==> src/common/ned_pkg.sv <==
package ned_pkg;
   // Width of one operand or result word.
   localparam int DATA_W = 16;
   // Number of result words the decoder can fill.
   localparam int RES_WORDS = 32;
   // Register byte offsets on the bus.
   localparam logic [7:0] OFS_CMD = 8'h00;
   localparam logic [7:0] OFS_SRC = 8'h04;
   localparam logic [7:0] OFS_CTRL = 8'h08;
   localparam logic [7:0] OFS_FLAG = 8'h0C;
   localparam logic [7:0] OFS_IST = 8'h10;
   localparam logic [7:0] OFS_IMSK = 8'h14;
   // Address bit that selects the result word window.
   localparam int RES_WIN_BIT = 7;
   // Operation codes written to the command register.
   localparam logic [1:0] OP_TWOS_COMPLEMENT_WORD = 2'h0;
   localparam logic [1:0] OP_TWOS_COMPLEMENT_DOUBLE = 2'h1;
   localparam logic [1:0] OP_SIGN_EXTEND = 2'h2;
   localparam logic [1:0] OP_ONE_HOT_DECODER = 2'h3;
   // Busy bit position in the command register.
   localparam int CMD_BUSY_BIT = 8;
   // Condition flag positions.
   localparam int FLG_FAULT = 0;
   localparam int FLG_EQUAL = 1;
   localparam int FLG_NEGATIVE = 2;
   localparam int FLG_W = 3;
   // Interrupt status and mask positions.
   localparam int IRQ_DONE = 0;
   localparam int IRQ_FAULT = 1;
   localparam int IRQ_W = 2;
   // Control word digit positions.
   localparam int CW_MODE_LSB = 12;
   localparam int CW_RSV_LSB = 8;
   localparam int CW_CNT_LSB = 4;
   localparam int CW_START_LSB = 0;
   // Mode digit values.
   localparam logic [3:0] MODE_DIGIT = 4'h0;
   localparam logic [3:0] MODE_BYTE = 4'h1;
   // Largest count-minus-one and start index per mode.
   localparam logic [3:0] DIGIT_MAX = 4'h3;
   localparam logic [3:0] BYTE_MAX = 4'h1;
   // Reset values of the software registers.
   localparam logic [31:0] SRC_RST = 32'h0000_0000;
   localparam logic [15:0] CTRL_RST = 16'h0000;
   localparam logic [IRQ_W-1:0] IMSK_RST = 2'h0;
   // Sequencer states, one-hot.
   typedef enum logic [1:0] {
      ST_IDLE = 2'b01,
      ST_RUN = 2'b10
   } ned_state_t;
endpackage

==> src/common/ned_dec_if.sv <==
`timescale 1ns/1ps
// Carries one decode query from the sequencer to the decoder.
interface ned_dec_if;
   logic [15:0] ctrl; // Control word.
   logic [15:0] src; // Source word.
   logic [4:0] idx; // Result word being produced.
   logic [15:0] word; // Decoded result word.
   logic [5:0] nwords; // Number of result words.
   logic bad; // Control word out of range.
   modport user(output ctrl, src, idx, input word, nwords, bad);
   modport dec(input ctrl, src, idx, output word, nwords, bad);
endinterface

==> src/ned_unit.sv <==
// What this block does
// - Word negate: invert source, add one.
// - Word negate: equals on zero, fault cleared.
// - Word negate: negative copies result bit 15.
// - Most negative word negates to itself.
// - Double negate: zero minus high:low pair.
// - Double ops: flags from full 32 bits.
// - Extend: copy low, fill high by sign.
// - Top control digit picks decoder mode.
// - Digit mode: one bit per word.
// - Digits taken upward, wrapping to zero.
// - Byte mode: one bit per sixteen words.
// - Starting at byte one wraps to zero.
// - Bad control word raises the fault flag.
`timescale 1ns/1ps
module ned_unit
   import ned_pkg::*;
#(
   parameter int RES_DEPTH = RES_WORDS
) (
   // Clock, reset and clock enable.
   input logic clk_i,
   input logic rstn_i,
   input logic ce_i,
   // Classic register bus.
   input logic wb_cyc_i,
   input logic wb_stb_i,
   input logic wb_we_i,
   input logic [7:0] wb_adr_i,
   input logic [3:0] wb_sel_i,
   input logic [31:0] wb_dat_i,
   output logic [31:0] wb_dat_o,
   output logic wb_ack_o,
   // Status outputs.
   output logic busy_o,
   output logic irq_o
);
   // The result window is addressed by five bits and cannot be resized.
   // A wrong depth stops elaboration rather than leaving words unreachable.
   if (RES_DEPTH != RES_WORDS) begin : g_depth_check
      $error("ned_unit: RES_DEPTH must equal 32");
   end

   // Merges new bytes into an old word under the byte enables.
   // Lanes without an enable keep their old contents.
   function automatic logic [31:0] ned_merge(input logic [31:0] old_v,
                                             input logic [31:0] new_v,
                                             input logic [3:0] sel);
      logic [31:0] res;
      res = old_v;
      for (int i = 0; i < 4; i++) begin
         if (sel[i]) begin
            res[8*i +: 8] = new_v[8*i +: 8];
         end
      end
      ned_merge = res;
   endfunction

   // Bus handshake registers.
   logic ack_ff; // Acknowledge, high for one cycle.
   logic [31:0] dat_ff; // Read data captured with the acknowledge.
   // Software registers.
   logic [31:0] src_ff; // High word is S+1, low word is S.
   logic [15:0] ctrl_ff; // Decoder control word.
   logic [1:0] op_ff; // Operation in progress or last run.
   logic [FLG_W-1:0] flg_ff; // Fault, equals and negative flags.
   logic [IRQ_W-1:0] ist_ff; // Sticky interrupt status.
   logic [IRQ_W-1:0] imsk_ff; // Interrupt mask.
   // Sequencer.
   ned_state_t state_ff; // Current state.
   logic [4:0] idx_ff; // Result word being written.
   logic [15:0] res_ff [RES_WORDS]; // Result word storage.

   // Bus decode.
   // A request is taken only while no acknowledge is out, so a master
   // that holds its strobe through the ack edge is not served twice.
   wire req = wb_cyc_i && wb_stb_i && !ack_ff;
   wire wr = req && wb_we_i;
   // The top address bit splits the registers from the result window.
   wire rd_win = wb_adr_i[RES_WIN_BIT];
   wire [7:0] reg_adr = {wb_adr_i[7:2], 2'b00};
   wire hit_cmd = !rd_win && (reg_adr == OFS_CMD);
   wire hit_src = !rd_win && (reg_adr == OFS_SRC);
   wire hit_ctrl = !rd_win && (reg_adr == OFS_CTRL);
   wire hit_flag = !rd_win && (reg_adr == OFS_FLAG);
   wire hit_ist = !rd_win && (reg_adr == OFS_IST);
   wire hit_imsk = !rd_win && (reg_adr == OFS_IMSK);
   // Busy is decoded straight from the state register.
   wire busy = (state_ff == ST_RUN);
   // Operands are locked while an operation runs.
   wire wr_src = wr && hit_src && !busy;
   wire wr_ctrl = wr && hit_ctrl && !busy;
   // A command write starts an operation only from idle.
   wire start = wr && hit_cmd && wb_sel_i[0] && !busy;
   wire [1:0] start_op = wb_dat_i[1:0];
   wire [31:0] src_merged = ned_merge(src_ff, wb_dat_i, wb_sel_i);
   wire [31:0] ctrl_merged = ned_merge({16'h0000, ctrl_ff}, wb_dat_i,
                                       wb_sel_i);

   // Arithmetic on the latched operands.
   // All results are formed every cycle; the sequencer decides when one
   // is stored.
   wire [15:0] s_lo = src_ff[15:0];
   wire [15:0] s_hi = src_ff[31:16];
   // Inverting and adding one; 8000 comes back as 8000.
   wire [15:0] neg_word = ~s_lo + 16'h0001;
   // High word S+1 is the more significant half.
   wire [31:0] neg_dbl = 32'h0000_0000 - {s_hi, s_lo};
   // Upper half filled with copies of source bit 15.
   wire [31:0] sext = {{16{s_lo[15]}}, s_lo};
   wire dbl_op = (op_ff == OP_TWOS_COMPLEMENT_DOUBLE);
   wire [31:0] r32 = dbl_op ? neg_dbl : sext;
   wire is_dec = (op_ff == OP_ONE_HOT_DECODER);
   wire is_word = (op_ff == OP_TWOS_COMPLEMENT_WORD);

   // Decoder query for the word being written.
   // The decoder is purely combinational and answers within the cycle.
   ned_dec_if dec_if ();
   assign dec_if.ctrl = ctrl_ff;
   assign dec_if.src = s_lo;
   assign dec_if.idx = idx_ff;

   ned_one_hot_decoder u_dec (
      .dec_if(dec_if)
   );

   // Words per operation: one, two, or what the decoder asks for.
   // The index counts up from zero, and the last word is the one whose
   // successor equals the word count.
   wire [5:0] nwords = is_dec ? dec_if.nwords :
                       (is_word ? 6'h01 : 6'h02);
   wire [5:0] idx_next = {1'b0, idx_ff} + 6'h01;
   wire last = (idx_next == nwords);
   // A refused decode writes nothing and ends at once.
   wire dec_bad = is_dec && dec_if.bad;
   wire finish = busy && (last || dec_bad);
   wire mem_we = busy && !dec_bad;
   // Data for the word being written.
   wire [15:0] wr_word = is_dec ? dec_if.word :
                         (is_word ? neg_word :
                          (idx_ff[0] ? r32[31:16] : r32[15:0]));

   // Flags computed at the end of an operation.
   // They are posted only when an operation ends, so software never sees
   // a half-finished set.
   wire eq16 = (neg_word == 16'h0000);
   wire eq32 = (r32 == 32'h0000_0000);
   logic [FLG_W-1:0] nxt_flg; // Flags after the current finish.
   always_comb begin
      // Start from the held flags so an untouched flag keeps its value.
      nxt_flg = flg_ff;
      if (is_dec) begin
         // Only the fault flag changes for decoding.
         nxt_flg[FLG_FAULT] = dec_if.bad;
      end else if (is_word) begin
         // Equals on a zero word, fault always cleared.
         nxt_flg[FLG_FAULT] = 1'b0;
         nxt_flg[FLG_EQUAL] = eq16;
         // Negative follows bit 15 of the result.
         nxt_flg[FLG_NEGATIVE] = neg_word[15];
      end else begin
         // Flags from the whole pair, sign from the upper word.
         nxt_flg[FLG_FAULT] = 1'b0;
         nxt_flg[FLG_EQUAL] = eq32;
         nxt_flg[FLG_NEGATIVE] = r32[31];
      end
   end

   // Interrupt events; a new event beats a clear in the same cycle.
   // Only a refused decode raises the fault event, since the arithmetic
   // operations always clear the fault flag.
   wire [IRQ_W-1:0] ev = {finish && nxt_flg[FLG_FAULT], finish};
   wire [IRQ_W-1:0] ist_clr = (wr && hit_ist && wb_sel_i[0]) ?
                              wb_dat_i[IRQ_W-1:0] : {IRQ_W{1'b0}};
   wire [IRQ_W-1:0] nxt_ist = (ist_ff & ~ist_clr) | ev;

   // Read data selection.
   // Result words are sixteen bits wide; the upper half reads as zero.
   logic [31:0] rd_data; // Value returned for the current address.
   always_comb begin
      rd_data = 32'h0000_0000;
      if (rd_win) begin
         rd_data = {16'h0000, res_ff[wb_adr_i[6:2]]};
      end else if (hit_cmd) begin
         rd_data[1:0] = op_ff;
         rd_data[CMD_BUSY_BIT] = busy;
      end else if (hit_src) begin
         rd_data = src_ff;
      end else if (hit_ctrl) begin
         rd_data = {16'h0000, ctrl_ff};
      end else if (hit_flag) begin
         rd_data[FLG_W-1:0] = flg_ff;
      end else if (hit_ist) begin
         rd_data[IRQ_W-1:0] = ist_ff;
      end else if (hit_imsk) begin
         rd_data[IRQ_W-1:0] = imsk_ff;
      end else begin
         // Unmapped addresses read as zero and still acknowledge.
         rd_data = 32'h0000_0000;
      end
   end

   // Bus acknowledge one cycle after the request, dropped the next.
   // Read data is captured when taken and held until the next read.
   always_ff @(posedge clk_i or negedge rstn_i) begin
      if (!rstn_i) begin
         ack_ff <= 1'b0;
         dat_ff <= 32'h0000_0000;
      end else if (ce_i) begin
         ack_ff <= req;
         if (req && !wb_we_i) begin
            dat_ff <= rd_data;
         end
      end
   end

   // Operand registers, written by software while idle.
   // Writes while busy are acknowledged but dropped, so a running
   // operation always sees the operands it started with.
   always_ff @(posedge clk_i or negedge rstn_i) begin
      if (!rstn_i) begin
         src_ff <= SRC_RST;
         ctrl_ff <= CTRL_RST;
      end else if (ce_i) begin
         if (wr_src) begin
            src_ff <= src_merged;
         end
         if (wr_ctrl) begin
            ctrl_ff <= ctrl_merged[15:0];
         end
      end
   end

   // Sequencer: one result word per cycle, flags posted at the end.
   // The index is cleared on every start, so a new operation never
   // inherits the position of an earlier one.
   always_ff @(posedge clk_i or negedge rstn_i) begin
      if (!rstn_i) begin
         state_ff <= ST_IDLE;
         idx_ff <= 5'h00;
         op_ff <= OP_TWOS_COMPLEMENT_WORD;
         flg_ff <= {FLG_W{1'b0}};
      end else if (ce_i) begin
         case (state_ff)
            ST_IDLE: begin
               // A command latches its operation and resets the index.
               if (start) begin
                  op_ff <= start_op;
                  idx_ff <= 5'h00;
                  state_ff <= ST_RUN;
               end
            end
            ST_RUN: begin
               // Advance, or post flags and return to idle.
               if (finish) begin
                  flg_ff <= nxt_flg;
                  state_ff <= ST_IDLE;
               end else begin
                  idx_ff <= idx_next[4:0];
               end
            end
            default: begin
               // An illegal code falls back to idle.
               state_ff <= ST_IDLE;
            end
         endcase
      end
   end

   // Result storage; words not written keep their old contents.
   // A refused decode writes nothing, so earlier results stay readable.
   always_ff @(posedge clk_i or negedge rstn_i) begin
      if (!rstn_i) begin
         for (int i = 0; i < RES_WORDS; i++) begin
            res_ff[i] <= 16'h0000;
         end
      end else if (ce_i && mem_we) begin
         res_ff[idx_ff] <= wr_word;
      end
   end

   // Interrupt status and mask.
   // The mask gates only the output line, never the status bits.
   always_ff @(posedge clk_i or negedge rstn_i) begin
      if (!rstn_i) begin
         ist_ff <= {IRQ_W{1'b0}};
         imsk_ff <= IMSK_RST;
      end else if (ce_i) begin
         ist_ff <= nxt_ist;
         if (wr && hit_imsk && wb_sel_i[0]) begin
            imsk_ff <= wb_dat_i[IRQ_W-1:0];
         end
      end
   end

   // Outputs.
   // The interrupt line follows registered status and mask bits only.
   assign wb_ack_o = ack_ff;
   assign wb_dat_o = dat_ff;
   assign busy_o = busy;
   assign irq_o = |(ist_ff & imsk_ff);
endmodule // ned_unit

==> src/ned_one_hot_decoder.sv <==
`timescale 1ns/1ps
module ned_one_hot_decoder
   import ned_pkg::*;
(
   ned_dec_if.dec dec_if
);
   // Returns a word with only the bit at the given position set.
   function automatic logic [15:0] ned_onehot(input logic [3:0] pos);
      ned_onehot = 16'h0001 << pos;
   endfunction

   // Control word digits.
   wire [3:0] mode = dec_if.ctrl[CW_MODE_LSB +: 4];
   wire [3:0] rsv = dec_if.ctrl[CW_RSV_LSB +: 4];
   wire [3:0] cnt = dec_if.ctrl[CW_CNT_LSB +: 4];
   wire [3:0] start = dec_if.ctrl[CW_START_LSB +: 4];
   // Mode selection by the top digit.
   wire byte_mode = (mode == MODE_BYTE);
   // Range checks per mode.
   wire digit_ok = (mode == MODE_DIGIT) && (cnt <= DIGIT_MAX) &&
                   (start <= DIGIT_MAX);
   wire byte_ok = byte_mode && (cnt <= BYTE_MAX) && (start <= BYTE_MAX);
   // A control word outside the ranges is refused.
   assign dec_if.bad = !((rsv == 4'h0) && (digit_ok || byte_ok));
   // Units to decode, and the result words they occupy.
   wire [5:0] units = {2'b00, cnt} + 6'h01;
   assign dec_if.nwords = byte_mode ? {units[1:0], 4'h0} : units;
   // Digits are read upward from the start and wrap.
   wire [1:0] dsel = start[1:0] + dec_if.idx[1:0];
   wire [3:0] nibble = dec_if.src[{dsel, 2'b00} +: 4];
   // The second byte is the other one, so byte 1 wraps to 0.
   wire bsel = start[0] ^ dec_if.idx[4];
   wire [7:0] byte_v = dec_if.src[{bsel, 3'b000} +: 8];
   // Byte mode sets one bit in a block of sixteen words.
   wire [15:0] byte_word = (byte_v[7:4] == dec_if.idx[3:0]) ?
                           ned_onehot(byte_v[3:0]) : 16'h0000;
   // Digit mode sets one bit of one word.
   assign dec_if.word = byte_mode ? byte_word : ned_onehot(nibble);
endmodule // ned_one_hot_decoder

==> config.mk <==
export PLATFORM = sky130hd
export DESIGN_NAME = ned_unit
export DESIGN_NICKNAME = d
export VERILOG_FILES = /design/src/common/ned_pkg.sv /design/src/common/ned_dec_if.sv /design/src/ned_unit.sv /design/src/ned_one_hot_decoder.sv
export SDC_FILE = /design/constraint.sdc
export NUM_CORES = 1
export LEC_CHECK = 0
export ABC_AREA = 1
export BUFFER_PORTS_ARGS = -buffer_cell sky130_fd_sc_hd__buf_2
export CAP_MARGIN = 10
export CORE_UTILIZATION = 45
export CTS_CLUSTER_DIAMETER = 80
export DETAILED_ROUTE_END_ITERATION = 8
export PLACE_DENSITY = 0.74
export SLEW_MARGIN = 20
export SYNTH_ARGS = -nofsm -noshare
export SYNTH_HDL_FRONTEND = slang
export SYNTH_HIERARCHICAL = 1
export SYNTH_SLANG_ARGS = --single-unit
==> constraint.sdc <==
create_clock -name clk_i -period 2.85 [get_ports clk_i]
set_clock_uncertainty 0.2 [all_clocks]
set_input_delay 0.1425 -clock clk_i [delete_from_list [all_inputs] [get_ports clk_i]]
set_output_delay 0.1425 -clock clk_i [all_outputs]
set_load 0.005 [all_outputs]
==> flow_metrics.py, run 1 <==
metrics = {
    "timing": {
        "max_freq_ghz": 0.363,
        "fin_crit_sh_pct": 96.8,
        "relSlewSlack_pct": 44.6,
        "setup_viol": 0,
        "rsz0062_at_grt": "yes",
        "final_max_slew_viol_count": 0,
        "tightest_slew_ps": 822,
        "hold_viol_final": 0,
        "fin_crit_ps": 2760,
    },
    "critical_path": {
        "critPathBufInv": 3,
        "critPathTopFamily": "simple AND/OR/NAND/NOR gates",
        "path_cells": "inv_1 > ha_1 > nand2_2 > inv_1 > nand2_1 > nor2_1 > nand3_1 > a21oi_1 > nor2_1 > o21bai_2 > buf_12 > nand2_1 > o21ai_1",
        "crit_path_max_incr_delay_ps": 430,
        "cp_data_required_time_ps": 3200,
        "path_max_fanout": 16,
        "critPathCaptureType": "flop",
        "critical_path_class": "flop to flop",
        "arrival_ps": 3110,
        "start_kind": "flop",
        "cp_slowest_cell": "dfrtp_1",
    },
    "power_and_ir_drop": {
        "finalPower_w": 0.0211,
        "peakVddDrop_mv": 0.455,
        "p_per_area_mw_per_mm2": 571,
        "p_leak_nw": 18.2,
    },
    "global_routing": {
        "grt_max_degree": 82,
        "grt_pass1_wl_um": 161000,
        "first_global_vias": 28100,
        "grtUsageTotal_pct": 29.4,
        "antenna_found_initial": 4,
        "gr-total-overflow": 0,
    },
    "yosys": {
        "synthTopCellsByArea": "dfrtp_1 (49%), nand2_1 (17%), inv_1 (4.2%)",
        "yosys-top-cells-count": "nand2_1 (1410), dfrtp_1 (608), inv_1 (350)",
        "ys_seq_area_share_pct": 49.0,
        "yosys.area_share.simple_pct": 27.0,
        "synth_nets": 4049,
        "synth_top_family_by_area": "simple AND/OR/NAND/NOR gates",
        "yosys.area.top_type": "dfrtp_1",
        "muxShareOfSynthArea_pct": 0.615,
        "synth_xor_area_share_pct": 0.225,
        "syn_inst": 3990,
        "yosysWarnings": 6,
        "yosysTopAreaCellShare_pct": 48.9,
        "synth_fa_ha_area_share_pct": 0.362,
        "synth_ff_type": "dfrtp_1",
        "synthArstFlopShare_pct": 100,
        "syn-cell-area_mm2": 0.0311,
        "ys_seq_elements": 609,
        "synthDistinctLibCells": 57,
        "synth.most_common_cell": "nand2_1",
        "syn_avg_cell_area_um2": 7.80,
        "synth_edf_count": 0,
        "synth_compound_area_share_pct": 14.3,
    },
    "clocking": {
        "cts.sinks": 609,
        "numCtsBuffers": 69,
        "cts.reportedPaths.clkPinSlew_ps": 60,
        "cts_buffer_depth": 3,
        "htreeDepth": 3,
        "root_buffer": "clkbuf_16",
        "cts_tree": "built",
        "clk_latency_ps": 640,
    },
    "cells_and_area": {
        "final_nets": 4246,
        "syn2layout_area_growth_pct": 18.8,
        "num_antenna_cells": 0,
        "fin_area_mm2": 0.0370,
        "drive_above_1_share_pct": 14.1,
        "finalNonFillerCells": 5122,
    },
    "die": {
        "dieArea_mm2": 0.0702,
        "dieWidth_um": 265,
        "rows": 96,
        "initial_core_util_pct": 45.5,
        "io_pins": 85,
        "die_y_um": 265,
        "core-area_mm2": 0.0685,
    },
    "drt": {
        "vias": 29100,
        "post_drt_via_cell_ratio": 5.68,
        "drtPass1Iterations": 7,
        "post-route-drc-count": 0,
        "wire_per_inst_um": 20.0,
        "drtIter0Drc": 3585,
        "ant_nets": 0,
        "finalWirelength_um": 102000,
    },
    "placed_design": {
        "place_inst": 4921,
        "gp_congestion": 0.983,
        "dpl_cell_area_mm2": 0.0337,
        "dp_hpwl_um": 69700,
        "io_buffers": 82,
    },
    "job": {
        "maxCapViolCount": 0,
    },
    "outcome": {
        "outcome": "finished, final reports clean",
    },
    "min_path": {
        "hold_class": "primary input to asynchronous set/reset pin",
    },
}
worst min-delay path: stages:
cell           delay, ps
dlygate4sd3_1        560
buf_8                230
buf_16               270
layer usage:
| metal | GRT usage (%) | vias up | wire (um) |
|---|---|---|---|
| li1 | - | 13400 | - |
| met1 | 40.3 | 13900 | 41800 |
| met2 | 44.8 | 1547 | 45300 |
| met3 | 5.53 | 292 | 9890 |
| met4 | 14.4 | 6 | 5360 |
| met5 | 0 | - | 32 |
sequential cells by signal, indices dropped and copies added, names as in the netlist:
signal,cells
wb_ack_o,1
state_ff,2
res_ff,512
op_ff,2
wb_dat_o,32
flg_ff,3
dec_if.idx,5
src_ff,32
ctrl_ff,16
ist_ff,2
imsk_ff,2
cell type report:
class                   instances  area, um^2
fillers                      6182       31500
flip-flops and latches        609       15200
multi-input cells            2755       13400
repair buffers                354        3360
clock buffers                 106        2100
inverters                     398        1510
well taps                     882        1100
clock inverters                18         297
kinds of logic (layout without fill, tap and decap cells):
family                     after synthesis  in the layout
adders and majority gates                9              9
xor gates and xnor gates                 8              8
buffers and inverters                  626            876
and+or+nand+nor                       1985           1985
DFF                                    609            609
AOI/OAI and AO/OA                      736            736
muxes                                   17             17
metrics by stage:
stage	hold slack, ps	TNS (ps)	utilization, %	setup slack, ps
detailed placement	-65.6	-9.84	49.3	-9.84
global placement	-62.3	0	49.3	85.1
finish	22.8	0	54.0	92.4
CTS	4.02	0	53.7	2.47
floorplan	-353	0	-	184
global route	57.4	-14.1	54.0	-11.0
timing repair:
action / CTS / global route
hold endpoints to repair: 672 / 0
endpoints found under the setup margin: 0 / 468
buffers inserted: 0 / 15
hold buffers: 62 / 0
gates resized for setup: 0 / 18
worst paths after layout:
check	from	to	slack, ps	depth (start not counted)
worst max-delay path	src_ff[1]	res_ff[334]	90	13
worst min-delay path	rstn_i	res_ff[330]	20	3
worst max register to register	src_ff[1]	res_ff[334]	90	13
worst min register to register	wb_dat_o[28]	wb_dat_o[28]	280	2
max in group asynchronous	rstn_i	res_ff[243]	1910	4
min in group clk_i	wb_adr_i[5]	wb_dat_o[8]	70	6
where the power goes:
| group | leakage (nW) | internal [W] | switching (W) | total [W] |
|---|---|---|---|---|
| clock network | 1.18 | 0.00558 | 0.00379 | 0.00936 |
| registers | 7.75 | 0.00890 | 0.000142 | 0.00904 |
| logic | 9.27 | 0.000898 | 0.00181 | 0.00270 |
layout by cell type, fill, tap and decap left out, types with 16 or more instances in the layout:
cell,synthesis,routed
nand2_1,1410,1408
dfrtp_1,608,606
inv_1,350,348
nor2_1,207,203
nand3_1,196,195
o21ai_1,173,176
o21ai_0,179,175
buf_4,11,152
a21oi_1,84,83
buf_2,114,81
a22oi_1,79,79
o22ai_1,77,77
clkbuf_16,0,71
dlygate4sd3_1,0,61
buf_12,3,58
inv_2,44,45
nand4_1,34,34
nor2_4,29,33
a31oi_1,28,28
a221oi_1,28,28
nand3_2,23,24
nor3_1,22,21
o221ai_1,20,20
clkbuf_8,0,19
nand2_2,18,18
o211ai_1,18,18
mux2_2,17,17
o31ai_1,17,17
nor2_2,16,16
clkbuf_1,80,16
(Power assumes the default switching activity.)
==> run 2, diff against run 1 <==
- ABC_AREA: 1 -> 0
- CORE_ASPECT_RATIO: default -> 2
==> run 2 against run 1 <==
  * The run now ends with negative setup slack left
  * Utilization rose by 6.0 points
  * Maximum frequency fell by 15%
  * Die area fell by 3.9%
  * Largest power group is now registers
==> flow_metrics.py, run 2 <==
metrics = {
    "die": {
        "dieArea_mm2": 0.0675,
        "rows": 133,
        "io_pins": 85,
        "die_y_um": 366,
        "initial_core_util_pct": 45.4,
        "dieWidth_um": 184,
        "core-area_mm2": 0.0657,
    },
    "global_routing": {
        "gr-total-overflow": 0,
        "grt_max_degree": 92,
        "antenna_found_initial": 4,
        "grt_pass1_wl_um": 168000,
        "first_global_vias": 27000,
        "grtUsageTotal_pct": 34.0,
    },
    "drt": {
        "finalWirelength_um": 116000,
        "drtIter0Drc": 2255,
        "ant_nets": 0,
        "vias": 26500,
        "drtPass1Iterations": 6,
        "post_drt_via_cell_ratio": 6.31,
        "wire_per_inst_um": 27.5,
        "post-route-drc-count": 0,
    },
    "job": {
        "maxCapViolCount": 0,
    },
    "cells_and_area": {
        "drive_above_1_share_pct": 35.1,
        "post-route-util_pct": 60.0,
        "syn2layout_area_growth_pct": 32.0,
        "final_cell_mix": "nand2_1 (612), dfrtp_1 (604), buf_4 (347), o21ai_0 (322), mux4_2 (160)",
        "final_nets": 3345,
        "largest_reg_flops": 512,
        "largest-register": "res_ff",
        "final_common_cell": "nand2_1",
    },
    "yosys": {
        "ys_seq_elements": 609,
        "synthTopCellsByArea": "dfrtp_1 (51%), mux4_2 (12%), o21ai_0 (9.3%)",
        "synth_edf_count": 0,
        "yosys-top-cells-count": "nand2_1 (614), dfrtp_1 (608), o21ai_0 (558)",
        "yosysWarnings": 6,
        "syn_avg_cell_area_um2": 10.4,
        "synth_nets": 2931,
        "ys_seq_area_share_pct": 51.0,
        "yosysTopAreaCellShare_pct": 50.9,
        "yosys.area.top_type": "dfrtp_1",
        "syn-cell-area_mm2": 0.0299,
        "synthDistinctLibCells": 81,
        "synthArstFlopShare_pct": 100,
        "syn_inst": 2872,
        "synth.most_common_cell": "nand2_1",
        "synth_ff_type": "dfrtp_1",
    },
    "timing": {
        "max_freq_ghz": 0.308,
        "fin_crit_ps": 3250,
        "relSlewSlack_pct": 50.5,
        "fin_crit_sh_pct": 114,
        "tns_ps": -107920,
        "whs_ps": 23.6,
        "final_max_slew_viol_count": 0,
        "fin_ws_ps": -401,
        "rsz0062_at_grt": "yes",
        "hold_viol_final": 0,
        "tightest_slew_ps": 743,
        "setup_viol": 520,
    },
    "critical_path": {
        "cpMostUsedCell": "buf_6",
        "start_kind": "flop",
        "cp_slowest_cell": "or4_4",
        "path_cells": "buf_6 > or4_4 > nor4b_4 > buf_6 > buf_6 > a21oi_2 > xor2_1 > o221a_4 > nor2_4 > buf_12 > buf_12 > clkbuf_16 > o21ai_2",
        "arrival_ps": 3560,
        "cp_data_required_time_ps": 3150,
        "critical_path_class": "flop to flop",
        "path_max_fanout": 8,
        "crit_path_max_incr_delay_ps": 560,
        "critPathCaptureType": "flop",
    },
    "outcome": {
        "violations": "negative setup slack",
        "outcome": "finished with violations",
    },
    "clocking": {
        "cts_tree": "built",
        "cts.sinks": 609,
        "clk_latency_ps": 630,
        "root_buffer": "clkbuf_16",
        "htreeDepth": 2,
        "cts.reportedPaths.clkPinSlew_ps": 70,
        "cts_buffer_depth": 3,
        "numCtsBuffers": 50,
    },
    "placed_design": {
        "dp_hpwl_um": 75800,
        "gp_congestion": 1.04,
        "io_buffers": 82,
    },
    "power_and_ir_drop": {
        "pwr-share-seq_pct": 40.9,
        "p_leak_nw": 17.4,
        "swShare_pct": 30.2,
        "p_per_area_mw_per_mm2": 544,
        "power.internal_w": 0.0150,
        "p_clk_share_pct": 33.1,
        "peakVddDrop_mv": 0.427,
        "share_comb_of_total_power_pct": 26.0,
        "p_switching_w": 0.00649,
    },
    "min_path": {
        "hold_class": "primary input to asynchronous set/reset pin",
    },
}
==> run 2: changes by cell type after synthesis, moves of 130 or more <==
cell | previous run | this run
clkbuf_1 | 80 | 210
inv_1 | 350 | 15
mux4_2 | 0 | 160
nand3_1 | 196 | 26
o21ai_1 | 173 | 6
nand2_1 | 1410 | 614
o21ai_0 | 179 | 558
==> run 2: metal layers <==
metal	routed length, um	up-vias	GRT usage [%]
li1	-	11200	-
met1	34500	13100	32.3
met2	59300	1505	58.9
met3	8220	689	7.56
met4	13700	2	33.5
met5	13	-	0
==> run 2: final cells by class <==
type / instances / area [um^2]
Antenna cell: 4 / 10.0
Sequential cell: 609 / 15200
Clock inverter: 18 / 224
Inverter: 16 / 63.8
Fill cell: 5037 / 26300
Tap cell: 877 / 1100
Clock buffer: 72 / 1420
Multi-Input combinational cell: 1984 / 15200
Timing Repair Buffer: 625 / 6210
==> run 2: logic make-up (layout without fill, tap and decap cells) <==
group | after synthesis | in the layout | share of synthesized area [%]
other cells | 0 | 4 | 0
xor+xnor | 43 | 43 | 1.47
simple gates | 900 | 900 | 13.2
buf+inv | 279 | 731 | 3.60
compound gates | 792 | 792 | 15.3
mux | 240 | 240 | 15.1
flops | 609 | 609 | 51.0
fa+ha+maj | 9 | 9 | 0.377
==> run 2: per-stage QoR <==
stage	cell area [um^2]	total power (W)	setup WS, ps	cells
after floorplan	30000	0.0105	-130	2872
after global placement	34500	0.0123	-633	3981
after detailed placement	34500	0.0123	-592	3981
after CTS	38100	0.0204	-255	4166
after global routing	39400	0.0220	-481	4201
final	39400	0.0215	-401	4205
==> run 2: worst max-delay path: cells and delay by family (launching register included) <==
kind | cells | cell delay [ps]
flops | 1 | 430
xor+xnor | 1 | 150
compound gates | 3 | 440
simple gates | 3 | 1030
buf+inv | 6 | 870
==> run 2: power groups by stage <==
stage | Sequential, W | Clock [W] | Combinational, W
final | 0.00878 | 0.00709 | 0.00559
after global routing | 0.00879 | 0.00745 | 0.00574
after CTS | 0.00878 | 0.00714 | 0.00453
after detailed placement | 0.00894 | 0 | 0.00332
after global placement | 0.00894 | 0 | 0.00334
after floorplan | 0.00894 | 0 | 0.00155
==> run 2: path summary, 6_finish.rpt <==
| kind | from | endpoint | slack [ps] | cells past startpoint |
|---|---|---|---|---|
| setup / recovery | src_ff[5] | res_ff[62] | -400 | 13 |
| hold reg to reg | wb_dat_o[5] | wb_dat_o[5] | 270 | 2 |
| min in group clk_i | wb_adr_i[2] | imsk_ff[0] | 30 | 4 |
| hold / removal | rstn_i | src_ff[25] | 20 | 3 |
| max in group asynchronous | rstn_i | res_ff[339] | 1870 | 4 |
| setup reg to reg | src_ff[5] | res_ff[62] | -400 | 13 |
==> run 2: repair_timing <==
action / 4_1_cts / 5_1_grt
pin swaps: 52 / 94
hold buffers: 55 / 0
endpoints found under the hold margin: 679 / 0
cloned: 15 / 17
gates resized for setup: 316 / 294
endpoints found under the setup margin: 523 / 534
setup buffers: 28 / 24
